File: src/design/mbx_pkg.sv
// mbx_pkg: constants and types shared by the reader/host mailbox bridge
package mbx_pkg;

    // ************************************************************
    // block addresses seen by the reader
    // ************************************************************
    localparam logic [7:0] MBX_ADDR_FIRST = 8'hFC;
    localparam logic [7:0] MBX_ADDR_MID1  = 8'hFD;
    localparam logic [7:0] MBX_ADDR_MID2  = 8'hFE;
    localparam logic [7:0] MBX_ADDR_LAST  = 8'hFF;

    // ************************************************************
    // buffer geometry
    // ************************************************************
    localparam int unsigned MBX_WORD_W    = 32;
    localparam int unsigned MBX_WORDS     = 4;
    localparam int unsigned MBX_TX_WORDS  = 3;
    localparam logic [1:0]  MBX_IDX_FLAGS = 2'h3;

    // ************************************************************
    // flags byte layout and reset value
    // ************************************************************
    localparam int unsigned MBX_FLG_HOST_RDY  = 0;
    localparam int unsigned MBX_FLG_HOST_PEND = 1;
    localparam int unsigned MBX_FLG_RD_ACTIVE = 2;
    localparam int unsigned MBX_FLG_RD_RDY    = 3;
    localparam logic [7:0]  MBX_FLAGS_RST     = 8'h00;

    // ************************************************************
    // host commands and reader answers
    // ************************************************************
    typedef enum logic [1:0] {
        MBX_CMD_NOP,
        MBX_CMD_CLEAR,
        MBX_CMD_TRANSMIT
    } mbx_cmd_t;

    typedef enum logic [2:0] {
        MBX_RSP_NONE,
        MBX_RSP_ACK,
        MBX_RSP_NAK,
        MBX_RSP_DATA,
        MBX_RSP_EEPROM
    } mbx_rsp_t;

endpackage

File: src/design/mbx_bridge.sv
// mbx_bridge: extended-mode mailbox between the reader and the host port
`timescale 1ns/1ps
module mbx_bridge
    import mbx_pkg::*;
(
    // clock and reset
    input  wire logic              sys_clk,
    input  wire logic              rstn,
    // mode selection
    input  wire logic              ext_mode_en,
    input  wire logic              tun_mode_en,
    input  wire logic              rf_field_on,
    // decoded reader commands
    input  wire logic              rf_cmd_valid,
    input  wire logic              rf_cmd_write,
    input  wire logic              rf_frame_err,
    input  wire logic [7:0]        rf_addr,
    input  wire logic [31:0]       rf_wdata,
    // reader answers
    output logic                   rf_rsp_valid,
    output mbx_rsp_t               rf_rsp_code,
    output logic [127:0]           rf_rsp_data,
    // host commands and buffer access
    input  wire logic              host_cmd_valid,
    input  wire mbx_cmd_t          host_cmd,
    input  wire logic              host_wr_valid,
    input  wire logic              host_rd_valid,
    input  wire logic [1:0]        host_idx,
    input  wire logic [31:0]       host_wdata,
    output logic                   host_rd_done,
    output logic [31:0]            host_rd_data,
    // events and status
    output logic                   rx_start_irq,
    output logic                   rx_end_irq,
    output logic                   tx_end_irq,
    output logic                   acc_err_irq,
    output logic [7:0]             mbx_flags,
    output logic                   reader_owns_buf
);

    // ************************************************************
    // state and storage
    // ************************************************************
    typedef enum logic [1:0] {
        ST_IDLE,
        ST_RX,
        ST_RX_RDY,
        ST_TX_RDY
    } mbx_state_t;

    mbx_state_t          st_r, st_nxt;
    logic                pend_r, pend_nxt;
    logic                fld_s1_r, fld_s2_r, fld_s3_r;
    logic [3:0]          we;
    logic                clr;
    logic [MBX_WORD_W-1:0] wdat;
    logic [MBX_WORD_W-1:0] word [MBX_WORDS];
    mbx_rsp_t            rsp_nxt;
    logic                rxs_nxt, rxe_nxt, txe_nxt, acc_nxt;

    // field is asynchronous to sys_clk
    always_ff @(posedge sys_clk or negedge rstn) begin
        if (!rstn) begin
            fld_s1_r <= 1'b0;
            fld_s2_r <= 1'b0;
            fld_s3_r <= 1'b0;
        end else begin
            fld_s1_r <= rf_field_on;
            fld_s2_r <= fld_s1_r;
            fld_s3_r <= fld_s2_r;
        end
    end

    genvar gi;
    generate
        for (gi = 0; gi < MBX_WORDS; gi++) begin : g_buf
            mbx_word #(.W(MBX_WORD_W)) u_word (
                .sys_clk (sys_clk),
                .rstn    (rstn),
                .clr     (clr),
                .we      (we[gi]),
                .d       (wdat),
                .q       (word[gi])
            );
        end
    endgenerate

    // ************************************************************
    // decode
    // ************************************************************
    wire        field_rise = fld_s2_r & ~fld_s3_r;
    wire        ext_act    = ext_mode_en & ~tun_mode_en;
    wire        mbx_addr   = rf_addr >= MBX_ADDR_FIRST;
    wire        rf_read    = rf_cmd_valid & ~rf_cmd_write;
    wire        buf_empty  = (st_r == ST_IDLE) & ~pend_r;
    wire        host_req   = host_cmd_valid | host_wr_valid
                           | host_rd_valid;
    // reader wins a same-cycle clash; the host is told to retry
    wire        host_go    = host_req & ~rf_cmd_valid
                           & ~field_rise;
    wire        host_rd_ok = host_rd_valid & host_go
                           & ~host_cmd_valid & ~host_wr_valid
                           & (st_r != ST_RX);
    wire [7:0]  flags_now;
    assign flags_now[MBX_FLG_HOST_RDY]  = st_r == ST_TX_RDY;
    assign flags_now[MBX_FLG_HOST_PEND] = pend_r;
    assign flags_now[MBX_FLG_RD_ACTIVE] = st_r == ST_RX;
    assign flags_now[MBX_FLG_RD_RDY]    = st_r == ST_RX_RDY;
    assign flags_now[7:4]               = 4'h0;
    wire [95:0] tx_words  = (st_r == ST_TX_RDY) ?
                            {word[2], word[1], word[0]} : 96'h0;
    wire [127:0] rd_block = {24'h00_0000, flags_now, tx_words};
    assign wdat = rf_cmd_valid ? rf_wdata : host_wdata;

    // ************************************************************
    // next state
    // ************************************************************
    always_comb begin
        st_nxt   = st_r;
        pend_nxt = pend_r;
        rsp_nxt  = MBX_RSP_NONE;
        we       = 4'h0;
        clr      = 1'b0;
        rxs_nxt  = 1'b0;
        rxe_nxt  = 1'b0;
        txe_nxt  = 1'b0;
        acc_nxt  = host_req & ~host_go;
        if (field_rise) begin
            st_nxt   = ST_IDLE;
            pend_nxt = 1'b0;
            clr      = 1'b1;
        end else if (rf_cmd_valid) begin
            if (!ext_act) begin
                rsp_nxt = MBX_RSP_EEPROM;
            end else if (rf_frame_err) begin
                rsp_nxt = MBX_RSP_NONE;
            end else if (!mbx_addr) begin
                rsp_nxt = MBX_RSP_EEPROM;
                if (rf_cmd_write && !buf_empty) begin
                    st_nxt   = ST_IDLE;
                    pend_nxt = 1'b0;
                    clr      = 1'b1;
                end
            end else if (rf_read) begin
                rsp_nxt = (rf_addr == MBX_ADDR_FIRST) ?
                          MBX_RSP_DATA : MBX_RSP_NAK;
            end else begin
                rsp_nxt = MBX_RSP_NAK;
                case (rf_addr)
                    MBX_ADDR_FIRST: begin
                        if (buf_empty || st_r == ST_RX) begin
                            we[0]   = 1'b1;
                            st_nxt  = ST_RX;
                            rxs_nxt = buf_empty;
                            rsp_nxt = MBX_RSP_ACK;
                        end
                    end
                    MBX_ADDR_MID1, MBX_ADDR_MID2: begin
                        if (st_r == ST_RX) begin
                            we[rf_addr[1:0]] = 1'b1;
                            rsp_nxt = MBX_RSP_ACK;
                        end
                    end
                    default: begin
                        if (st_r == ST_RX) begin
                            we[3]   = 1'b1;
                            st_nxt  = ST_RX_RDY;
                            rxe_nxt = 1'b1;
                            rsp_nxt = MBX_RSP_ACK;
                        end else if (st_r == ST_TX_RDY) begin
                            st_nxt  = ST_IDLE;
                            clr     = 1'b1;
                            txe_nxt = 1'b1;
                            rsp_nxt = MBX_RSP_ACK;
                        end
                    end
                endcase
            end
        end else if (host_go && host_cmd_valid) begin
            case (host_cmd)
                MBX_CMD_CLEAR: begin
                    if (st_r == ST_IDLE || st_r == ST_RX_RDY) begin
                        st_nxt   = ST_IDLE;
                        pend_nxt = 1'b1;
                        clr      = 1'b1;
                    end else begin
                        acc_nxt  = 1'b1;
                    end
                end
                MBX_CMD_TRANSMIT: begin
                    if (st_r == ST_IDLE) begin
                        st_nxt   = ST_TX_RDY;
                        pend_nxt = 1'b0;
                    end else begin
                        acc_nxt  = 1'b1;
                    end
                end
                default: begin
                end
            endcase
        end else if (host_go && host_wr_valid) begin
            if (st_r == ST_IDLE && host_idx < MBX_IDX_FLAGS) begin
                we[host_idx] = 1'b1;
                pend_nxt     = 1'b1;
            end else begin
                acc_nxt      = 1'b1;
            end
        end else if (host_rd_valid && host_go && !host_rd_ok) begin
            acc_nxt = 1'b1;
        end
    end

    // ************************************************************
    // registers and outputs
    // ************************************************************
    always_ff @(posedge sys_clk or negedge rstn) begin
        if (!rstn) begin
            st_r   <= ST_IDLE;
            pend_r <= 1'b0;
        end else begin
            st_r   <= st_nxt;
            pend_r <= pend_nxt;
        end
    end

    always_ff @(posedge sys_clk or negedge rstn) begin
        if (!rstn) begin
            rf_rsp_valid    <= 1'b0;
            rf_rsp_code     <= MBX_RSP_NONE;
            rf_rsp_data     <= 128'h0;
            rx_start_irq    <= 1'b0;
            rx_end_irq      <= 1'b0;
            tx_end_irq      <= 1'b0;
            acc_err_irq     <= 1'b0;
            mbx_flags       <= MBX_FLAGS_RST;
            reader_owns_buf <= 1'b0;
        end else begin
            rf_rsp_valid    <= rf_cmd_valid & ~field_rise;
            rf_rsp_code     <= rsp_nxt;
            if (rsp_nxt == MBX_RSP_DATA) begin
                rf_rsp_data <= rd_block;
            end
            rx_start_irq    <= rxs_nxt;
            rx_end_irq      <= rxe_nxt;
            tx_end_irq      <= txe_nxt;
            acc_err_irq     <= acc_nxt;
            mbx_flags       <= {4'h0, st_nxt == ST_RX_RDY,
                                st_nxt == ST_RX, pend_nxt,
                                st_nxt == ST_TX_RDY};
            reader_owns_buf <= (st_nxt == ST_RX)
                             | (st_nxt == ST_TX_RDY);
        end
    end

    // host read returns the word stored at that slot, 00h first
    always_ff @(posedge sys_clk or negedge rstn) begin
        if (!rstn) begin
            host_rd_done <= 1'b0;
            host_rd_data <= 32'h0000_0000;
        end else begin
            host_rd_done <= host_rd_ok;
            if (host_rd_ok) begin
                host_rd_data <= word[host_idx];
            end
        end
    end

    wire rf_ok_wr = rf_cmd_valid & rf_cmd_write & ext_act
                  & ~rf_frame_err & ~field_rise;
endmodule

File: src/design/mbx_word.sv
// mbx_word: one word slot of the mailbox buffer
`timescale 1ns/1ps
module mbx_word #(
    parameter int unsigned W = 32
) (
    // clock and reset
    input  wire logic         sys_clk,
    input  wire logic         rstn,
    // control
    input  wire logic         clr,
    input  wire logic         we,
    input  wire logic [W-1:0] d,
    // stored word
    output logic      [W-1:0] q
);

    always_ff @(posedge sys_clk or negedge rstn) begin
        if (!rstn) begin
            q <= '0;
        end else if (clr) begin
            q <= '0;
        end else if (we) begin
            q <= d;
        end
    end

endmodule

File: config.mk
export PLATFORM = sky130hd
export DESIGN_NAME = mbx_bridge
export DESIGN_NICKNAME = d
export VERILOG_FILES = /design/src/design/mbx_pkg.sv /design/src/design/mbx_bridge.sv /design/src/design/mbx_word.sv
export SDC_FILE = /design/constraint.sdc
export NUM_CORES = 1
export LEC_CHECK = 0
export ABC_AREA = 1
export ABC_CLOCK_PERIOD_IN_PS = 2100
export BUFFER_PORTS_ARGS = -buffer_cell sky130_fd_sc_hd__clkbuf_2
export CAP_MARGIN = 20
export CELL_PAD_IN_SITES_DETAIL_PLACEMENT = 1
export CELL_PAD_IN_SITES_GLOBAL_PLACEMENT = 2
export CORE_MARGIN = 4
export CORE_UTILIZATION = 32
export CTS_CLUSTER_SIZE = 16
export DETAILED_ROUTE_END_ITERATION = 8
export PLACE_DENSITY_LB_ADDON = 0.15
export SLEW_MARGIN = 20
export SYNTH_ARGS = -nofsm -noshare
export SYNTH_HDL_FRONTEND = slang
export SYNTH_SLANG_ARGS = --single-unit
File: constraint.sdc
create_clock -name sys_clk -period 2.1 [get_ports sys_clk]
set_input_delay 0.21 -clock sys_clk [delete_from_list [all_inputs] [get_ports sys_clk]]
set_output_delay 0.21 -clock sys_clk [all_outputs]
set_load 0.005 [all_outputs]
==> run summary <==
The flow ran to the end, and the final reports show no timing, DRC or antenna violations. The initial core utilization came out at 0.3259. After synthesis, the mean cell area works out to 8.010 um2.

For the pin with the worst max-slew slack, the measured transition is 0.5555 ns. Across all hold checks on the routed design, the worst slack comes to 0.01442 ns. The highest clock rate came out at 498.6 MHz.

The category of the worst setup path capture point was a flip-flop. The part of the cycle the worst path needs is 0.9550. For the synthesized instance count, the log shows 1624. Power density normalized to cell area: 761.0 mW/mm2. Busiest layer in global routing: met2.

The peak fanout along the critical path came out at 21. Post-synthesis simple-gate area fraction: 0.3725. The final critical path time including I/O delays and setup is 2.005 ns, and the row count is 73. The share of total power in combinational logic is 0.088. The overall routing resource usage is 0.2192, and the average via count per standard cell is 5.053. The tools report the met1 capacity usage during global routing as 0.3104. The total number of clock tree sinks came out at 278. The number of storage elements in the synthesis netlist came out at 278. From synthesis to final layout, the design area changed by 24.77%. The starting DRC count in detailed routing was 735. The area inside the core boundary was 0.03991 mm2; the sequential fraction of the synthesis area was 0.5348. The worst-case IR drop observed on VDD is 0.3784 mV. Total negative slack: 0 ns. The run gives 31 as the number of distinct library cells after synthesis. The analysis attributes to cell leakage a power of 9.082 nW. Global routing finished with a remaining overflow of 0.

The number of max-slew violations in the final report was 0. The library cells used most frequently in the layout, excluding fill and tap cells, are sky130_fd_sc_hd__nand2_1, sky130_fd_sc_hd__nand3_1, sky130_fd_sc_hd__dfrtp_1, sky130_fd_sc_hd__clkbuf_2, sky130_fd_sc_hd__clkbuf_16. The met2 global-route usage was 0.3597; the count of antenna-violating nets left after detailed routing was 0. The HPWL after detailed placement was 32770 um; the number of iterations in the first detailed-routing pass was 4.

The share of total power consumed by net switching was 0.2536; the total standard cell area after synthesis was 0.01301 mm2. The maximum level of the CTS H-tree is 2, and the maximum buffer depth of the clock tree is 3. The share of final-layout standard cells stronger than drive strength 1 is 0.2080.

For the pin count of the biggest net entering global routing, the log shows 98. The path type of the worst min-delay path was in -> reg. For this block, the via count after detailed routing is 12130. Setup violations remaining at the end of the flow were counted as 0.

The tools report the initial antenna violation count as 0. Critical path class: reg -> reg. The layout has 4853 filler cells. The number of I/O pins is 265. The root buffer cell chosen for the clock tree is sky130_fd_sc_hd__clkbuf_16. The tools report the via count of the first global-routing pass as 12470. The placement-stage cell area was 0.01481 mm2. The total power came out at 0.01235 W.

By area, the combinational part of the netlist is dominated by simple AND/OR/NAND/NOR gates. The die is 209.6 um tall. The post-detailed-route wirelength per cell was 21.22 um.

The worst setup path is launched from a flip-flop. For the met3 routing resource usage after global routing, the log shows 0.03199. Across the run, the number of max-cap violations was 0. For the source-to-sink clock delay at the later pin of the worst-skew pair, the log shows 0.51 ns. TritonCTS built the clock tree. The critical path required time is 2.49 ns, and the post-route cell area is 0.01623 mm2. The post-route clock skew was 0.007343 ns; the first-pass GRT wire length was 76690 um. The hold violation count in the final report was 0; the adder-cell share of the synthesized area was 0.007695. Leaving out fill and tap cells, the most frequent cell in the layout is sky130_fd_sc_hd__nand2_1. Cell internal power dissipation: 0.009219 W. Setup repair after global routing could not meet its margin everywhere. Routability-driven placement finished with a final weighted congestion of 0.8458.

The logs give 0 for the total DRC errors in the routed layout and 0.6297 for the headroom to the max-slew limit. The number of nets at the end of the flow is 1946. The count of buffers added on input and output ports is 232.

The worst endpoint data arrival time is 2.40 ns, and the compound-cell area share of the yosys netlist is 0.01174. The tools report the core occupancy in the finished layout as 0.4066. For this block, the routed nets add up to 50930 um of wire. The repair_antennas step left the layout with diodes totalling 0.

In this run, CTS created clock tree buffers numbering 35. The tools report the share of total power in the clock network as 0.470. In this run the power spent charging and discharging nets is 0.003132 W. The fraction of synthesized cell area in xor and xnor cells came out at 0. The share of cell area taken by muxes after synthesis is 0, and the Yosys warning count is 0.

The horizontal extent of the die is 209.6 um, and the share of total power in sequential cells is 0.442. The clock-pin slew on the worst setup and hold paths was 0.06 ns; the floorplan die area was 0.04394 mm2.
==> worst max-delay path: stages (launching register included) <==
cell                        delay [ns]
sky130_fd_sc_hd__dfrtp_1          0.40
sky130_fd_sc_hd__inv_2            0.10
sky130_fd_sc_hd__buf_4            0.14
sky130_fd_sc_hd__ha_1             0.14
sky130_fd_sc_hd__inv_1            0.07
sky130_fd_sc_hd__nand2_1          0.08
sky130_fd_sc_hd__nand2_1          0.10
sky130_fd_sc_hd__o21ai_4          0.21
sky130_fd_sc_hd__nand2_8          0.08
sky130_fd_sc_hd__clkbuf_4         0.20
sky130_fd_sc_hd__clkbuf_16        0.21
sky130_fd_sc_hd__nand3_1          0.08
sky130_fd_sc_hd__nand2_1          0.06
==> kinds of logic (layout without fill, tap and decap cells) <==
logic type               count (synthesis)  after routing
AO/OA/AOI/OAI                           27             27
AND/OR/NAND/NOR                       1128           1128
buffers and inverters                  182            402
other                                    1             32
flip-flops                             278            278
adder cells (fa/ha/maj)                  8              8
==> layer usage <==
metal | up-vias | routed length (um)
li1 | 5669 | -
met1 | 6089 | 23290
met2 | 308 | 24320
met3 | 61 | 2349
met4 | 0 | 962
met5 | - | 0
==> Yosys cell counts <==
library cell               count  area share
sky130_fd_sc_hd__nand3_1     365        0.14
sky130_fd_sc_hd__o31ai_1       1     0.00058
sky130_fd_sc_hd__nor3_1        8      0.0031
sky130_fd_sc_hd__buf_2        63       0.024
sky130_fd_sc_hd__o21ai_2       1     0.00067
sky130_fd_sc_hd__o211ai_1      2      0.0012
sky130_fd_sc_hd__o21bai_1      1     0.00058
sky130_fd_sc_hd__a21oi_1       7      0.0027
sky130_fd_sc_hd__nand3_2       2      0.0015
sky130_fd_sc_hd__clkbuf_1     35       0.010
sky130_fd_sc_hd__nor3_2        2      0.0015
sky130_fd_sc_hd__nand4_1      33       0.016
sky130_fd_sc_hd__nor2_1       26      0.0075
sky130_fd_sc_hd__inv_1        25      0.0072
sky130_fd_sc_hd__nor2_2        1     0.00048
sky130_fd_sc_hd__o22ai_1       1     0.00048
sky130_fd_sc_hd__clkinv_1      1     0.00029
sky130_fd_sc_hd__nand2_2       1     0.00048
sky130_fd_sc_hd__conb_1        1     0.00029
sky130_fd_sc_hd__inv_2        13      0.0038
sky130_fd_sc_hd__nor2_4        4      0.0035
sky130_fd_sc_hd__dfrtp_1     278        0.53
sky130_fd_sc_hd__buf_1         1     0.00029
sky130_fd_sc_hd__inv_4         1     0.00048
sky130_fd_sc_hd__a21boi_0      1     0.00058
sky130_fd_sc_hd__nand2_1     685        0.20
sky130_fd_sc_hd__nor4_1        1     0.00048
sky130_fd_sc_hd__o21ai_0      13      0.0050
sky130_fd_sc_hd__ha_1          8      0.0077
sky130_fd_sc_hd__buf_6         6      0.0052
sky130_fd_sc_hd__buf_4        37       0.021
==> through the flow <==
stage | std cells | worst slack [ns]
after floorplan | 1655 | 0.2933
after global placement | 2325 | 0.06871
after detailed placement | 2325 | 0.03094
after CTS | 2388 | 0.001396
after global routing | 2400 | -0.03667
final | 2400 | 0.09453
==> final timing paths <==
| kind | from | end | slack, ns | depth (start not counted) |
|---|---|---|---|---|
| max in group asynchronous | rstn | g_buf[0].u_word.q[18] | 1.07 | 3 |
| min | rf_frame_err | rf_rsp_code[2] | 0.01 | 4 |
| max | st_r[0] | g_buf[1].u_word.q[30] | 0.09 | 12 |
| min reg2reg | fld_s1_r | fld_s2_r | 0.35 | 0 |
| max reg2reg | st_r[0] | g_buf[1].u_word.q[30] | 0.09 | 12 |
| min in group asynchronous | rstn | rf_rsp_code[0] | 0.26 | 2 |
==> power by group through the flow <==
stage	Combinational [W]	Sequential (W)	Clock [W]
after floorplan	0.000500	0.00554	0
after global placement	0.000932	0.00555	0
after detailed placement	0.000947	0.00555	0
after CTS	0.000954	0.00545	0.00594
after global routing	0.00120	0.00546	0.00620
final	0.00109	0.00546	0.00580
==> timing repair <==
| action | in CTS | in global routing |
|---|---|---|
| setup endpoints to repair | 0 | 188 |
| endpoints found under the hold margin | 51 | 0 |
| hold buffers | 2 | 0 |
| resized for setup | 0 | 18 |
| setup buffers | 0 | 4 |
==> sequential cells by signal (all words and copies together) (netlist names) <==
| register | flops |
|---|---|
| fld_s2_r | 1 |
| st_r | 2 |
| fld_s3_r | 1 |
| acc_err_irq | 1 |
| g_buf.u_word.q | 128 |
| rx_end_irq | 1 |
| fld_s1_r | 1 |
| rf_rsp_code | 3 |
| rx_start_irq | 1 |
| rf_rsp_data | 100 |
| host_rd_done | 1 |
| rf_rsp_valid | 1 |
| tx_end_irq | 1 |
| mbx_flags | 4 |
| host_rd_data | 32 |
==> cell type report <==
type | count | area (um2) | share of cell area
repair buffers | 301 | 2041 | 0.1257
flip-flops and latches | 278 | 6957 | 0.4286
multi-input cells | 1195 | 5318 | 0.3277
clock inverters | 7 | 42.54 | 0.002621
inverters | 40 | 155.1 | 0.009560
clock buffers | 54 | 1060 | 0.06530
well taps | 525 | 656.9 | 0.04047
Power figures use the tool's default switching activity.
